### src/verilog/chan_b_coeff_map.vh
/*
 * register offsets, field widths and reset values for the second-channel
 * equalizer filter coefficient bank.
 * assumes: included by bare name from the bank and its storage module.
 */
`ifndef CHAN_B_COEFF_MAP_VH
`define CHAN_B_COEFF_MAP_VH

// register indices on the bus (byte address = 4 * index)
`define TAP1_IDX        12'h448
`define TAP2_IDX        12'h44a
`define TAP3_IDX        12'h44c
`define TAP4_IDX        12'h44e
`define CENTER_IDX      12'h450
`define TAP6_IDX        12'h453
`define TAP7_IDX        12'h455
`define TAP8_IDX        12'h457
`define TAP9_IDX        12'h459
// mode control register of our own
`define MODE_IDX        12'h460

// field widths
`define OUTER_W         12
`define CENTER_W        18
`define OUTER_REG_W     16
`define CENTER_REG_W    24
`define NUM_TAPS        9
`define SLOT_W          4
`define CENTER_SLOT     4'h4
`define NO_SLOT         4'hf

// reset value of every coefficient register
`define COEFF_RESET     24'h000000
`define MODE_RESET      1'h0

`endif

### src/verilog/chan_b_fir_coeff_regs.v
/*
 * apb register bank for the second channel's nine-tap equalizer filter
 * coefficients, with coefficient outputs toward the filter datapath.
 * writes complete with no wait state, reads with exactly one; unmapped or
 * misaligned addresses answer with pslverr and leave the store untouched.
 * assumes: a standard apb master, one clock, synchronous active-high reset;
 * the filter arithmetic lives elsewhere.
 */
// The APB register port was left to the implementer.
`include "chan_b_coeff_map.vh"

// Function
// - outer taps: 12-bit signed, low bits
// - taps one to four in address order
// - fifth register: 18-bit signed centre tap
// - readback of coefficient msb is zero
// - all registers reset to zero
// - coefficients drive filter in dual-channel mode
// - taps six to nine follow centre tap
// - single-channel mode ignores these coefficients
module chan_b_fir_coeff_regs (
    // clock and reset
    input  wire                    clk_i,
    input  wire                    reset_i,
    // apb slave
    input  wire                    psel_i,
    input  wire                    penable_i,
    input  wire                    pwrite_i,
    input  wire [15:0]             paddr_i,
    input  wire [31:0]             pwdata_i,
    input  wire [3:0]              pstrb_i,
    output wire                    pready_o,
    output reg  [31:0]             prdata_o,
    output wire                    pslverr_o,
    // filter datapath
    output wire                    dual_mode_o,
    output reg  [`OUTER_W-1:0]     tap1_coeff_o,
    output reg  [`OUTER_W-1:0]     tap2_coeff_o,
    output reg  [`OUTER_W-1:0]     tap3_coeff_o,
    output reg  [`OUTER_W-1:0]     tap4_coeff_o,
    output reg  [`CENTER_W-1:0]    center_coeff_o,
    output reg  [`OUTER_W-1:0]     tap6_coeff_o,
    output reg  [`OUTER_W-1:0]     tap7_coeff_o,
    output reg  [`OUTER_W-1:0]     tap8_coeff_o,
    output reg  [`OUTER_W-1:0]     tap9_coeff_o
);

    // access phase states
    localparam ST_IDLE = 1'b0;  // setup, idle or first access cycle
    localparam ST_READ = 1'b1;  // read data held in prdata_o, pready high

    reg                          state;       // apb read sequencer
    reg                          next_state;  // next sequencer state
    reg                          dual_mode;   // mode control bit
    wire [`SLOT_W-1:0]           slot;        // decoded slot of paddr
    wire                         is_mode;     // paddr hits mode register
    wire                         mapped;      // paddr hits any register
    wire                         access;      // access phase in progress
    wire                         wr_fire;     // write completes this edge
    wire [`CENTER_REG_W-1:0]     rd_word;     // registered store output
    wire [`NUM_TAPS*`CENTER_REG_W-1:0] words; // all stored words
    wire [`CENTER_REG_W-1:0]     next_word;   // masked write data

    // map a word-aligned byte address onto a store slot, address order
    function [`SLOT_W-1:0] decode_slot;
        input [15:0] addr;
        begin
            if (addr[1:0] != 2'h0) begin
                // misaligned byte address never hits a register
                decode_slot = `NO_SLOT;
            end else begin
                // index lookup, in address order
                case (addr[13:2])
                    `TAP1_IDX:   decode_slot = 4'h0;
                    `TAP2_IDX:   decode_slot = 4'h1;
                    `TAP3_IDX:   decode_slot = 4'h2;
                    `TAP4_IDX:   decode_slot = 4'h3;
                    `CENTER_IDX: decode_slot = `CENTER_SLOT;
                    `TAP6_IDX:   decode_slot = 4'h5;
                    `TAP7_IDX:   decode_slot = 4'h6;
                    `TAP8_IDX:   decode_slot = 4'h7;
                    `TAP9_IDX:   decode_slot = 4'h8;
                    default:     decode_slot = `NO_SLOT;
                endcase
                // address bits above the index must be zero too
                if (addr[15:14] != 2'h0) begin
                    decode_slot = `NO_SLOT;
                end
            end
        end
    endfunction

    // width of the register at a slot: 24 for centre, 16 otherwise
    function [`CENTER_REG_W-1:0] reg_mask;
        input [`SLOT_W-1:0] s;
        begin
            if (s == `CENTER_SLOT) begin
                // centre register: 24 bits wide
                reg_mask = {`CENTER_REG_W{1'b1}};
            end else begin
                // outer registers: 16 bits wide
                reg_mask = {{(`CENTER_REG_W-`OUTER_REG_W){1'b0}}, {`OUTER_REG_W{1'b1}}};
            end
        end
    endfunction

    // readback image: coefficient msb forced to zero
    function [`CENTER_REG_W-1:0] read_image;
        input [`SLOT_W-1:0]        s;
        input [`CENTER_REG_W-1:0]  w;
        begin
            // keep only the bits the register holds
            read_image = w & reg_mask(s);
            if (s == `CENTER_SLOT) begin
                read_image[`CENTER_W-1] = 1'b0;
            end else begin
                read_image[`OUTER_W-1] = 1'b0;
            end
        end
    endfunction

    assign slot      = decode_slot(paddr_i);
    // the mode register lives outside the store, so it is decoded apart
    assign is_mode   = (paddr_i[1:0] == 2'h0) && (paddr_i[15:2] == {2'h0, `MODE_IDX});
    assign mapped    = (slot != `NO_SLOT) || is_mode;
    // access phase: second and later cycles of a transfer
    assign access    = psel_i && penable_i;
    // writes finish in the first access cycle; reads wait one cycle for the store
    assign pready_o  = access && (pwrite_i || (state == ST_READ));
    // the error flag only rises with ready, never while a read still waits
    assign pslverr_o = pready_o && !mapped;
    assign wr_fire   = access && pwrite_i && (slot != `NO_SLOT);

    // byte strobes merge with zero; reserved bits stored as written (r/w)
    // lane 3 is ignored: no register is wider than 24 bits
    assign next_word = {pstrb_i[2] ? pwdata_i[23:16] : 8'h00,
                        pstrb_i[1] ? pwdata_i[15:8]  : 8'h00,
                        pstrb_i[0] ? pwdata_i[7:0]   : 8'h00} & reg_mask(slot);

    // coefficient storage with registered read data; the read port follows
    // paddr every cycle, so the word addressed in the setup cycle is ready
    // one edge later, in the first access cycle
    coeff_store u_store (
        .clk_i     (clk_i),
        .reset_i   (reset_i),
        .wr_en_i   (wr_fire),
        .wr_slot_i (slot),
        .wr_data_i (next_word),
        .rd_slot_i (slot),
        .rd_data_o (rd_word),
        .all_o     (words)
    );

    // read sequencer: one wait state on every read; a write never leaves
    // idle, since it completes in its first access cycle
    always @* begin
        case (state)
            ST_IDLE: next_state = (access && !pwrite_i) ? ST_READ : ST_IDLE;
            ST_READ: next_state = ST_IDLE;
            default: next_state = ST_IDLE;
        endcase
    end

    // sequencer, mode register and read data register
    always @(posedge clk_i) begin
        if (reset_i) begin
            // everything back to its idle value
            state     <= ST_IDLE;
            dual_mode <= `MODE_RESET;
            prdata_o  <= 32'h00000000;
        end else begin
            state     <= next_state;
            // mode bit written at completion of its access
            if (access && pwrite_i && is_mode && pstrb_i[0]) begin
                dual_mode <= pwdata_i[0];
            end
            // read data captured at the end of the first access cycle, so it stands
            // in the cycle after the wait state, together with pready
            if (access && !pwrite_i && (state == ST_IDLE)) begin
                if (is_mode) begin
                    // mode register: bit 0 only
                    prdata_o <= {31'h00000000, dual_mode};
                end else if (slot != `NO_SLOT) begin
                    // coefficient word from the store, msb masked
                    prdata_o <= {8'h00, read_image(slot, rd_word)};
                end else begin
                    // unmapped address reads as zero
                    prdata_o <= 32'h00000000;
                end
            end
        end
    end

    // mode bit toward the filter datapath: 1 selects dual-channel use
    assign dual_mode_o = dual_mode;

    // coefficients to datapath, zeroed outside dual-channel mode
    // the mask keeps a stale set from reaching the filter in single mode
    always @* begin
        if (dual_mode) begin
            // dual-channel mode: stored low bits, sign bit included
            tap1_coeff_o   = words[0*`CENTER_REG_W +: `OUTER_W];
            tap2_coeff_o   = words[1*`CENTER_REG_W +: `OUTER_W];
            tap3_coeff_o   = words[2*`CENTER_REG_W +: `OUTER_W];
            tap4_coeff_o   = words[3*`CENTER_REG_W +: `OUTER_W];
            center_coeff_o = words[4*`CENTER_REG_W +: `CENTER_W];
            tap6_coeff_o   = words[5*`CENTER_REG_W +: `OUTER_W];
            tap7_coeff_o   = words[6*`CENTER_REG_W +: `OUTER_W];
            tap8_coeff_o   = words[7*`CENTER_REG_W +: `OUTER_W];
            tap9_coeff_o   = words[8*`CENTER_REG_W +: `OUTER_W];
        end else begin
            // single-channel mode: this set has no effect
            tap1_coeff_o   = {`OUTER_W{1'b0}};
            tap2_coeff_o   = {`OUTER_W{1'b0}};
            tap3_coeff_o   = {`OUTER_W{1'b0}};
            tap4_coeff_o   = {`OUTER_W{1'b0}};
            center_coeff_o = {`CENTER_W{1'b0}};
            tap6_coeff_o   = {`OUTER_W{1'b0}};
            tap7_coeff_o   = {`OUTER_W{1'b0}};
            tap8_coeff_o   = {`OUTER_W{1'b0}};
            tap9_coeff_o   = {`OUTER_W{1'b0}};
        end
    end

endmodule // chan_b_fir_coeff_regs

### src/verilog/coeff_store.v
/*
 * nine-entry coefficient store: one synchronous write port, one registered
 * read port and all entries visible in parallel for the filter datapath.
 * assumes: single clock, synchronous active-high reset.
 */
`include "chan_b_coeff_map.vh"

module coeff_store (
    // clock and reset
    input  wire                        clk_i,
    input  wire                        reset_i,
    // write port
    input  wire                        wr_en_i,
    input  wire [`SLOT_W-1:0]          wr_slot_i,
    input  wire [`CENTER_REG_W-1:0]    wr_data_i,
    // read port
    input  wire [`SLOT_W-1:0]          rd_slot_i,
    output reg  [`CENTER_REG_W-1:0]    rd_data_o,
    // all entries, flattened, slot 0 in the low bits
    output wire [`NUM_TAPS*`CENTER_REG_W-1:0] all_o
);

    reg [`CENTER_REG_W-1:0] mem [0:`NUM_TAPS-1];  // storage words
    integer                 i;                    // loop index

    // write and registered read; reset clears every word incl. reserved bits
    always @(posedge clk_i) begin
        if (reset_i) begin
            for (i = 0; i < `NUM_TAPS; i = i + 1) begin
                mem[i] <= `COEFF_RESET;
            end
            rd_data_o <= `COEFF_RESET;
        end else begin
            if (wr_en_i && (wr_slot_i < `NUM_TAPS)) begin
                mem[wr_slot_i] <= wr_data_i;
            end
            if (rd_slot_i < `NUM_TAPS) begin
                rd_data_o <= mem[rd_slot_i];
            end else begin
                rd_data_o <= `COEFF_RESET;
            end
        end
    end

    // parallel view of the words
    genvar g;
    generate
        for (g = 0; g < `NUM_TAPS; g = g + 1) begin : flat
            assign all_o[g*`CENTER_REG_W +: `CENTER_REG_W] = mem[g];
        end
    endgenerate

endmodule // coeff_store
### config.mk
export PLATFORM = sky130hd
export DESIGN_NAME = chan_b_fir_coeff_regs
export DESIGN_NICKNAME = d
export VERILOG_FILES = /design/src/verilog/chan_b_fir_coeff_regs.v /design/src/verilog/coeff_store.v
export VERILOG_INCLUDE_DIRS = /design/src /design/src/verilog
export SDC_FILE = /design/constraint.sdc
export NUM_CORES = 1
export LEC_CHECK = 0
export ABC_AREA = 0
export ABC_CLOCK_PERIOD_IN_PS = 3250
export BUFFER_PORTS_ARGS = -buffer_cell sky130_fd_sc_hd__clkbuf_2
export CORE_UTILIZATION = 40
export CTS_BUF_LIST = sky130_fd_sc_hd__clkbuf_4 sky130_fd_sc_hd__clkbuf_8
export CTS_CLUSTER_SIZE = 30
export DETAILED_ROUTE_END_ITERATION = 6
export PLACE_DENSITY = 0.66
export SLEW_MARGIN = 25
export SYNTH_ARGS = -nofsm -noshare
export SYNTH_HDL_FRONTEND = slang
export SYNTH_SLANG_ARGS = --single-unit
### constraint.sdc
create_clock -name clk_i -period 3.25 [get_ports clk_i]
set_input_delay 0.325 -clock clk_i [delete_from_list [all_inputs] [get_ports clk_i]]
set_output_delay 0.325 -clock clk_i [all_outputs]
set_load 0.01 [all_outputs]
==> run metrics, run 1 <==
DR DRC count=0; dpl cells=1770; routing usage on met1=31.8%; largest net degree at the start of global routing=111; Post-Syn Instances=1096; Worst Hold Class=primary input to flip-flop; Reg-to-Reg Start=state; Ports=206; number of synthesized flops with an enable pin=246; slew margin rel.=49.5%; final setup vio count=0; Die X-Extent=182 um; GRT busiest layer=met2; endpoints failing hold=0; cts-stage hold buffer count=0; Final Slew Violations=0; RD Place Congestion=0.883; Lkg Pwr=6.29 nW; PwrDens=504 mW/mm2; Worst path most repeated cell=buf_4; Clk pin slew, worst setup/hold paths=0.06 ns; RR Endpoint=prdata_o[22]; Distinct cells, synth=57; CP required=3.66 ns; actual slew at the worst max-slew pin=0.758 ns; ys flop type=edfxtp_1; WHS Path Cells=2; routed via count=10000; Rows=65; Clock Skew=0.0244 ns; Final Hold Slack=0.0599 ns; Peak Freq=421 MHz; GRT overflow=0; fillers=2819; Num CTS Buffers=49; routed len/inst=21.6 um; crit path time final=2.38 ns; Tcrit/Tclk final=73.1%; final non-filler cell total=1859; Crit Path Category=primary input to flip-flop; Root Buffer=clkbuf_8; CTS tree=done; M3 GR Usage=5.23%; GR Layer Usage met2=38.4%; Sum Neg Setup Slack=0 ns; syn avg cell area=11.8 um2; Final #Nets=1476; Inserted Diodes=0; GRT Total Usage=23.9%; crit end category=flip-flop; H-tree depth=2; maximum vdd drop=289 uV; crit path capture=u_store.rd_data_o[1]; Ys Warns=0; crit-path cells=clkbuf_2, nor4b_4, nand3_2, buf_4, nor4_2, buf_4, a222oi_1, o2111a_1, a21oi_1; DR iter-0 viols=1037; worst r2r path cells=7; die area=0.0330 mm2; RSZ-0062 raised after global routing=no; global-route wire length before repair=57800 um; final wirelength=40100 um; biggest cell delay along the critical path=0.46 ns; initial antenna violation count=2; Die Y=182 um; #FFs+latches synth=295; post-DP HPWL=27900 um; vias per inst=5.40; crit path max fanout=20; Crit. path cell count=9; P&R area growth vs syn=23.1%; Buf+Inv Stages, Crit Path=3; Seq/Total Area, Yosys=64.8%; Longest Clk Path Bufs=3; crit-path leading delay family=simple AND/OR/NAND/NOR gates; Post-CTS Setup Inserts=0; Max Cap Violations=0; outcome=completed; PnR worst setup slack=0.874 ns; WP data arrival=2.78 ns; PortBufs=188; CTS Sinks=295; FFs w/ async S/R, synth=0%; CP max-delay cell=nor4b_4; Critical Path Start Type=primary input; router iterations before antenna repair=5; Core ar.=0.0316 mm2; Post-Syn Area=0.0129 mm2; share of cells above drive strength 1=25.9%; R2R Setup Slk=1.46 ns; Initial Util=40.8%; number of global-route vias before repair=9296; DRT antenna net count=0; Crit. Startpoint=paddr_i[9]; CTS resizes=0; Skew-Pair Late Insertion Delay=0.57 ns; pre-CTS setup slack=0.339 ns
## how the worst min path moves through the flow
| stage | to | start | slack [ns] |
|---|---|---|---|
| after floorplan | prdata_o[10] | u_store.rd_data_o[10] | 0.44 |
| after global placement | prdata_o[3] | u_store.rd_data_o[3] | 0.45 |
| after detailed placement | prdata_o[6] | u_store.rd_data_o[6] | 0.46 |
| after CTS | u_store.mem[9][20] | pwdata_i[20] | 0.04 |
| after global routing | u_store.mem[9][20] | pwdata_i[20] | 0.06 |
| final | u_store.mem[9][20] | pwdata_i[20] | 0.06 |
## state kept, by name, summed over array words and instances (netlist names)
signal / flops
state: 1
dual_mode_o: 1
prdata_o: 24
u_store.rd_data_o: 23
u_store.mem: 246
## cell families (layout without fill, tap and decap cells)
family	Yosys count	count (layout)	synth area share (%)
and+or+nand+nor	467	467	18.5
AOI/OAI and AO/OA	206	206	10.9
other	1	102	0.0290
buffers and inverters	98	358	3.32
DFF	295	295	64.8
muxes	29	29	2.44
## per-layer routing
layer	wire (um)	vias up
met5	11	-
met4	1320	2
met3	3900	80
met2	18500	583
met1	16400	4848
li1	-	4520
## Yosys cell counts, types with 2 or more instances
cell	n	area share, %
a31oi_1	19	0.92
a21oi_1	40	1.6
a221oi_1	15	1.0
nor4_4	2	0.33
nand2_1	78	2.3
dfxtp_1	49	7.6
nand2b_1	10	0.48
nand3_1	34	1.3
a22o_1	26	1.8
a21o_1	3	0.17
and2_1	121	5.9
nor3_4	2	0.25
and3b_1	3	0.20
a22oi_1	26	1.5
nor4b_4	2	0.37
a41oi_1	4	0.27
o2111a_1	3	0.26
o21ai_0	42	1.6
buf_4	9	0.52
nor4_1	4	0.19
o211ai_1	2	0.12
mux2_2	20	1.7
nand2_2	3	0.15
buf_1	2	0.058
o21ai_1	8	0.31
clkbuf_1	47	1.4
nor2_1	174	5.1
mux2i_1	9	0.70
buf_2	22	0.85
edfxtp_1	246	57
and3_1	15	0.73
o22a_1	3	0.20
nor3_1	3	0.12
a222oi_1	6	0.47
o2111ai_1	2	0.14
inv_1	18	0.52
nor3_2	4	0.31
## per-stage QoR
stage | util [%] | total power, mW | cell area [um2]
after floorplan | - | 4.61 | 13300
after global routing | 50.2 | 8.24 | 15900
after CTS | 50.2 | 8.04 | 15900
after global placement | 47.1 | 4.78 | 14900
after detailed placement | 47.1 | 4.79 | 14900
final | 50.2 | 8.01 | 15900
## power breakdown
part / internal [mW] / switching, mW
combinational: 0.104 / 0.237
clock: 1.83 / 1.46
sequential: 4.29 / 0.0916
total: 6.22 / 1.79
## placed cells by master (no fill, tap or decap), drive strengths merged, types with 3 or more instances in the layout
cell type / netlist / routed
and2: 121 / 121
edfxtp: 246 / 246
o22a: 3 / 3
clkbuf: 47 / 264
a221oi: 15 / 15
a21oi: 41 / 41
nor2: 176 / 176
mux2: 20 / 20
o21ai: 50 / 50
inv: 18 / 19
nor4: 6 / 6
and3: 15 / 15
a22o: 26 / 26
a21o: 3 / 3
nand2b: 10 / 10
dfxtp: 49 / 49
nand2: 81 / 81
a222oi: 6 / 6
a22oi: 26 / 26
conb: 1 / 102
mux2i: 9 / 9
buf: 33 / 63
nor3: 9 / 9
nand3: 35 / 35
and3b: 3 / 3
clkinv: 0 / 11
o2111a: 3 / 3
a31oi: 19 / 19
a41oi: 4 / 4
## layout make-up
cell class	count	area [um2]	area share (%)
sequential	295	8370	52.6
multi-input combinational	804	4510	28.3
timing repair buffer	251	1450	9.13
clock buffer	76	933	5.87
tap	402	503	3.16
inverter	18	67.6	0.425
clock inverter	13	66.3	0.417
No activity file was read; power rests on OpenSTA's default activity.
==> run 2, diff against run 1 <==
- ABC_CLOCK_PERIOD_IN_PS: 3250 -> 2140
- PLACE_DENSITY: 0.66 -> 0.68
- clock period: 3.25 -> 2.14 ns (I/O delays scaled with it)
==> run 2 against run 1 <==
Combinational power up 87%. Clock power up 57%. Routed wire length up 2.9%. Clock skew up 0.0029 ns. Via count up 5.0%. Cell count up 6.2%. Worst hold slack worse by 0.018 ns. Sequential power up 52%. Critical endpoint is now u_store.mem[3][21]. Highest routed layer is now met4.
==> run metrics, run 2 (synthesized netlist as in run 1, its figures left out) <==
outcome=completed; Skew-Pair Late Insertion Delay=0.57 ns; Rows=65; Longest Clk Path Bufs=3; Flop pwr share=53.4%; post-DP HPWL=30200 um; final core utilization=54.6%; CTS resizes=0; crit end category=flip-flop; final wirelength=41300 um; DR DRC count=0; routed via count=10500; crit path time final=2.03 ns; Largest regs=u_store.mem: 246 flops, prdata_o: 24 flops, u_store.rd_data_o: 23 flops; Clock Skew=0.0274 ns; final setup vio count=0; Max Cap Violations=0; Core ar.=0.0316 mm2; Overall Power=12.5 mW; Ports=206; largest net degree at the start of global routing=70; GRT Total Usage=24.9%; RSZ-0062 raised after global routing=no; Initial Util=40.8%; Net Switching=2.77 mW; Critical Path Start Type=primary input; H-tree depth=2; multi-input logic area=0.00467 mm2; Internal=9.72 mW; initial antenna violation count=0; Biggest register=u_store.mem; CTS tree=done; Inserted Diodes=0; PwrDens=722 mW/mm2; P&R area growth vs syn=33.9%; die area=0.0330 mm2; commonest non-fill, non-tap cell in the layout=edfxtp_1; routed len/inst=20.9 um; CTS Sinks=295; Clk pin slew, worst setup/hold paths=0.06 ns; Sum Neg Setup Slack=0 ns; Lkg Pwr=7.03 nW; Crit Path Category=primary input to flip-flop; fillers=2719; Reg area=0.00837 mm2; GRT overflow=0; Die X-Extent=182 um; switching share of power=22.2%; Clk network pwr share=41.5%; Root Buffer=clkbuf_8; CP required=2.40 ns; Final #Nets=1590; endpoints failing hold=0; actual slew at the worst max-slew pin=0.668 ns; PortBufs=188; fin area=0.0173 mm2; Peak Freq=492 MHz; DRT antenna net count=0; vias per inst=5.34; maximum vdd drop=488 uV; router iterations before antenna repair=6; crit path max fanout=17; number of global-route vias before repair=10200; RD Place Congestion=0.981; most frequent cells in the layout=edfxtp_1, clkbuf_2, nor2_1; global-route wire length before repair=60600 um; max reg flops=246; slew margin rel.=55.4%; placed cell area=0.0161 mm2; Worst Hold Class=primary input to flip-flop; WP data arrival=2.29 ns; DR iter-0 viols=1189; Tcrit/Tclk final=95.0%; Final Slew Violations=0; share of cells above drive strength 1=31.8%; Die Y=182 um; Combinational Power Share=5.1%; Num CTS Buffers=49
run 2: routing by layer:
layer	global-route usage (%)	vias up	part of all wire (%)
met1	33.1	5034	40
met5	0	-	0
li1	-	4749	-
met2	39.3	649	46
met3	4.97	102	10
met4	11.2	0	4.3
run 2: cell type report:
| cell class | instances | area share, % |
|---|---|---|
| clock inverters | 13 | 0.702 |
| well taps | 402 | 2.91 |
| flip-flops and latches | 295 | 48.4 |
| repair buffers | 365 | 15.3 |
| multi-input cells | 804 | 27.0 |
| inverters | 18 | 0.391 |
| clock buffers | 77 | 5.26 |
run 2: worst paths after layout:
kind,start,endpoint,slack (ns),cells past startpoint
setup / recovery,penable_i,u_store.mem[3][21],0.11,10
hold / removal,psel_i,prdata_o[0],0.04,3
setup reg to reg,state,prdata_o[22],0.57,7
hold reg to reg,u_store.rd_data_o[19],prdata_o[19],0.46,2
run 2: per-stage QoR:
step	hold slack, ns	setup slack, ns	std cells
floorplan	0.358	-0.0443	1197
global placement	0.449	-0.229	1872
detailed placement	0.453	-0.269	1872
CTS	0.00601	0.0708	1972
global route	0.0598	0.0262	1974
finish	0.0422	0.107	1974
run 2: power groups by stage:
stage	Combinational (mW)	Clock, mW	Sequential (mW)
global placement	0.600	0	6.77
floorplan	0.316	0	6.69
detailed placement	0.610	0	6.78
finish	0.639	5.18	6.67
CTS	0.627	5.23	6.66
global route	0.686	5.49	6.68
run 2: critical path, cell delays in order:
cell and delay (ns):
dlygate4sd3_1 0.52, clkbuf_2 0.12, and3_1 0.18, nor2b_1 0.34, and3_1 0.29, buf_12 0.16, buf_12 0.11, nand2_2 0.07
nand2b_4 0.10, buf_12 0.17
run 2: repair_timing:
action	in CTS	in global routing
hold buffers	10	0
endpoints found under the hold margin	14	0
setup buffers	0	2
setup endpoints to repair	0	1
==> run 3, diff against run 2 <==
- CORE_UTILIZATION: 40 -> 50
- PLACE_DENSITY: 0.68 -> 0.81
==> run 3 against run 2 <==
Power decreased by 3.7%. Die area is 20% lower. Cell count decreased by 4.2%. Combinational power up 0.8%. Clock-buffer cell count decreased by 12. First-iteration DRC count up 53%. Clock power down 9.1%. Fmax rose by 0.29%. Critical path type is now primary input to output pin. Critical path depth down 1.
==> run metrics, run 3 (synthesized netlist as in run 1, its figures left out) <==
Worst Hold Class=primary input to flip-flop; global-route wire length before repair=60000 um; worst r2r path cells=7; crit path max fanout=11; final wirelength=40800 um; Die X-Extent=163 um; Core ar.=0.0253 mm2; final setup vio count=0; Sum Neg Setup Slack=0 ns; routed len/inst=21.5 um; max reg flops=246; Skew-Pair Late Insertion Delay=0.58 ns; DR DRC count=0; Inserted Diodes=0; Final #Nets=1584; Crit Path Category=primary input to output pin; Tcrit/Tclk final=94.7%; Peak Freq=493 MHz; most frequent cells in the layout=edfxtp_1, clkbuf_2, nor2_1; Initial Util=51.1%; outcome=completed; HP Start=penable_i; actual slew at the worst max-slew pin=0.712 ns; CTS resizes=0; RD Place Congestion=1.05; Root Buffer=clkbuf_8; slew margin rel.=52.4%; routed via count=10900; share of cells above drive strength 1=31.1%; Longest Clk Path Bufs=3; die area=0.0265 mm2; RR Endpoint=prdata_o[21]; commonest non-fill, non-tap cell in the layout=edfxtp_1; Worst Hold Endpoint=prdata_o[0]; post-DP HPWL=29300 um; CTS Sinks=295; router iterations before antenna repair=6; vias per inst=5.75; RSZ-0062 raised after global routing=no; final core utilization=67.5%; endpoints failing hold=0; GRT Total Usage=31.0%; Rows=58; number of global-route vias before repair=10500; CTS tree=done; Clk pin slew, worst setup/hold paths=0.06 ns; WP data arrival=1.81 ns; Ports=206; Final Slew Violations=0; largest net degree at the start of global routing=67; PwrDens=705 mW/mm2; Overall Power=12.0 mW; dpl cells=1796; DR iter-0 viols=1823; initial antenna violation count=0; R2R Setup Slk=0.52 ns; Final Hold Slack=0.00781 ns; maximum vdd drop=450 uV; Num CTS Buffers=48; final non-filler cell total=1892; crit path time final=2.03 ns; Clock Skew=0.0255 ns; crit end category=output pin; Reg-to-Reg Start=state; Max Cap Violations=0; P&R area growth vs syn=32.0%; Biggest register=u_store.mem; GRT overflow=0; WHS Path Cells=3; H-tree depth=2; Critical Path Start Type=primary input; CP required=1.93 ns; Die Y=163 um; PortBufs=188; Lkg Pwr=6.94 nW; DRT antenna net count=0; Largest regs=u_store.mem: 246 flops, prdata_o: 24 flops, u_store.rd_data_o: 23 flops
==> run 3: worst max-delay path by stage <==
stage	start	slack [ns]	end
detailed placement	paddr_i[6]	-0.36	u_store.rd_data_o[18]
CTS	paddr_i[3]	0.08	pslverr_o
global placement	paddr_i[4]	-0.24	u_store.rd_data_o[4]
floorplan	paddr_i[2]	-0.04	u_store.mem[2][0]
finish	paddr_i[3]	0.11	pslverr_o
global route	paddr_i[3]	0.006	pslverr_o
==> run 3: worst max-delay path, cell delays in order <==
cell,delay [ns]
clkbuf_2,0.09
buf_4,0.18
o211ai_1,0.26
a32oi_2,0.15
buf_4,0.16
and2_1,0.17
buf_4,0.14
nor4_1,0.25
clkbuf_2,0.18
==> run 3: layer usage <==
| metal | wire (um) | vias to the layer above | track usage, % |
|---|---|---|---|
| met5 | 0 | - | 0 |
| met1 | 14300 | 5166 | 38.8 |
| li1 | - | 4743 | - |
| met3 | 5060 | 143 | 7.36 |
| met4 | 2040 | 0 | 16.3 |
| met2 | 19300 | 829 | 49.9 |
==> run 3: cell type report <==
class	instances	area, um2
clock inverters	20	118
multi-input cells	804	4670
repair buffers	360	2620
inverters	18	67.6
flip-flops and latches	295	8370
fillers	1736	8210
clock buffers	65	788
well taps	330	413
==> run 3: where the power goes <==
part | leakage (nW) | internal [mW] | switching [mW]
clock network | 0.483 | 2.51 | 2.20
registers | 2.75 | 6.52 | 0.152
logic | 3.71 | 0.254 | 0.389
==> run 3: what timing repair did <==
item	in CTS	in global routing
setup endpoints to repair	0	1
setup buffers	0	2
hold endpoints to repair	11	1
hold buffers	8	1
==> run 3: through the flow <==
step	cell area, um2	setup WS, ns
floorplan	13500	-0.0443
global placement	16000	-0.241
detailed placement	16000	-0.364
CTS	17000	0.0839
global route	17000	0.00564
finish	17000	0.113
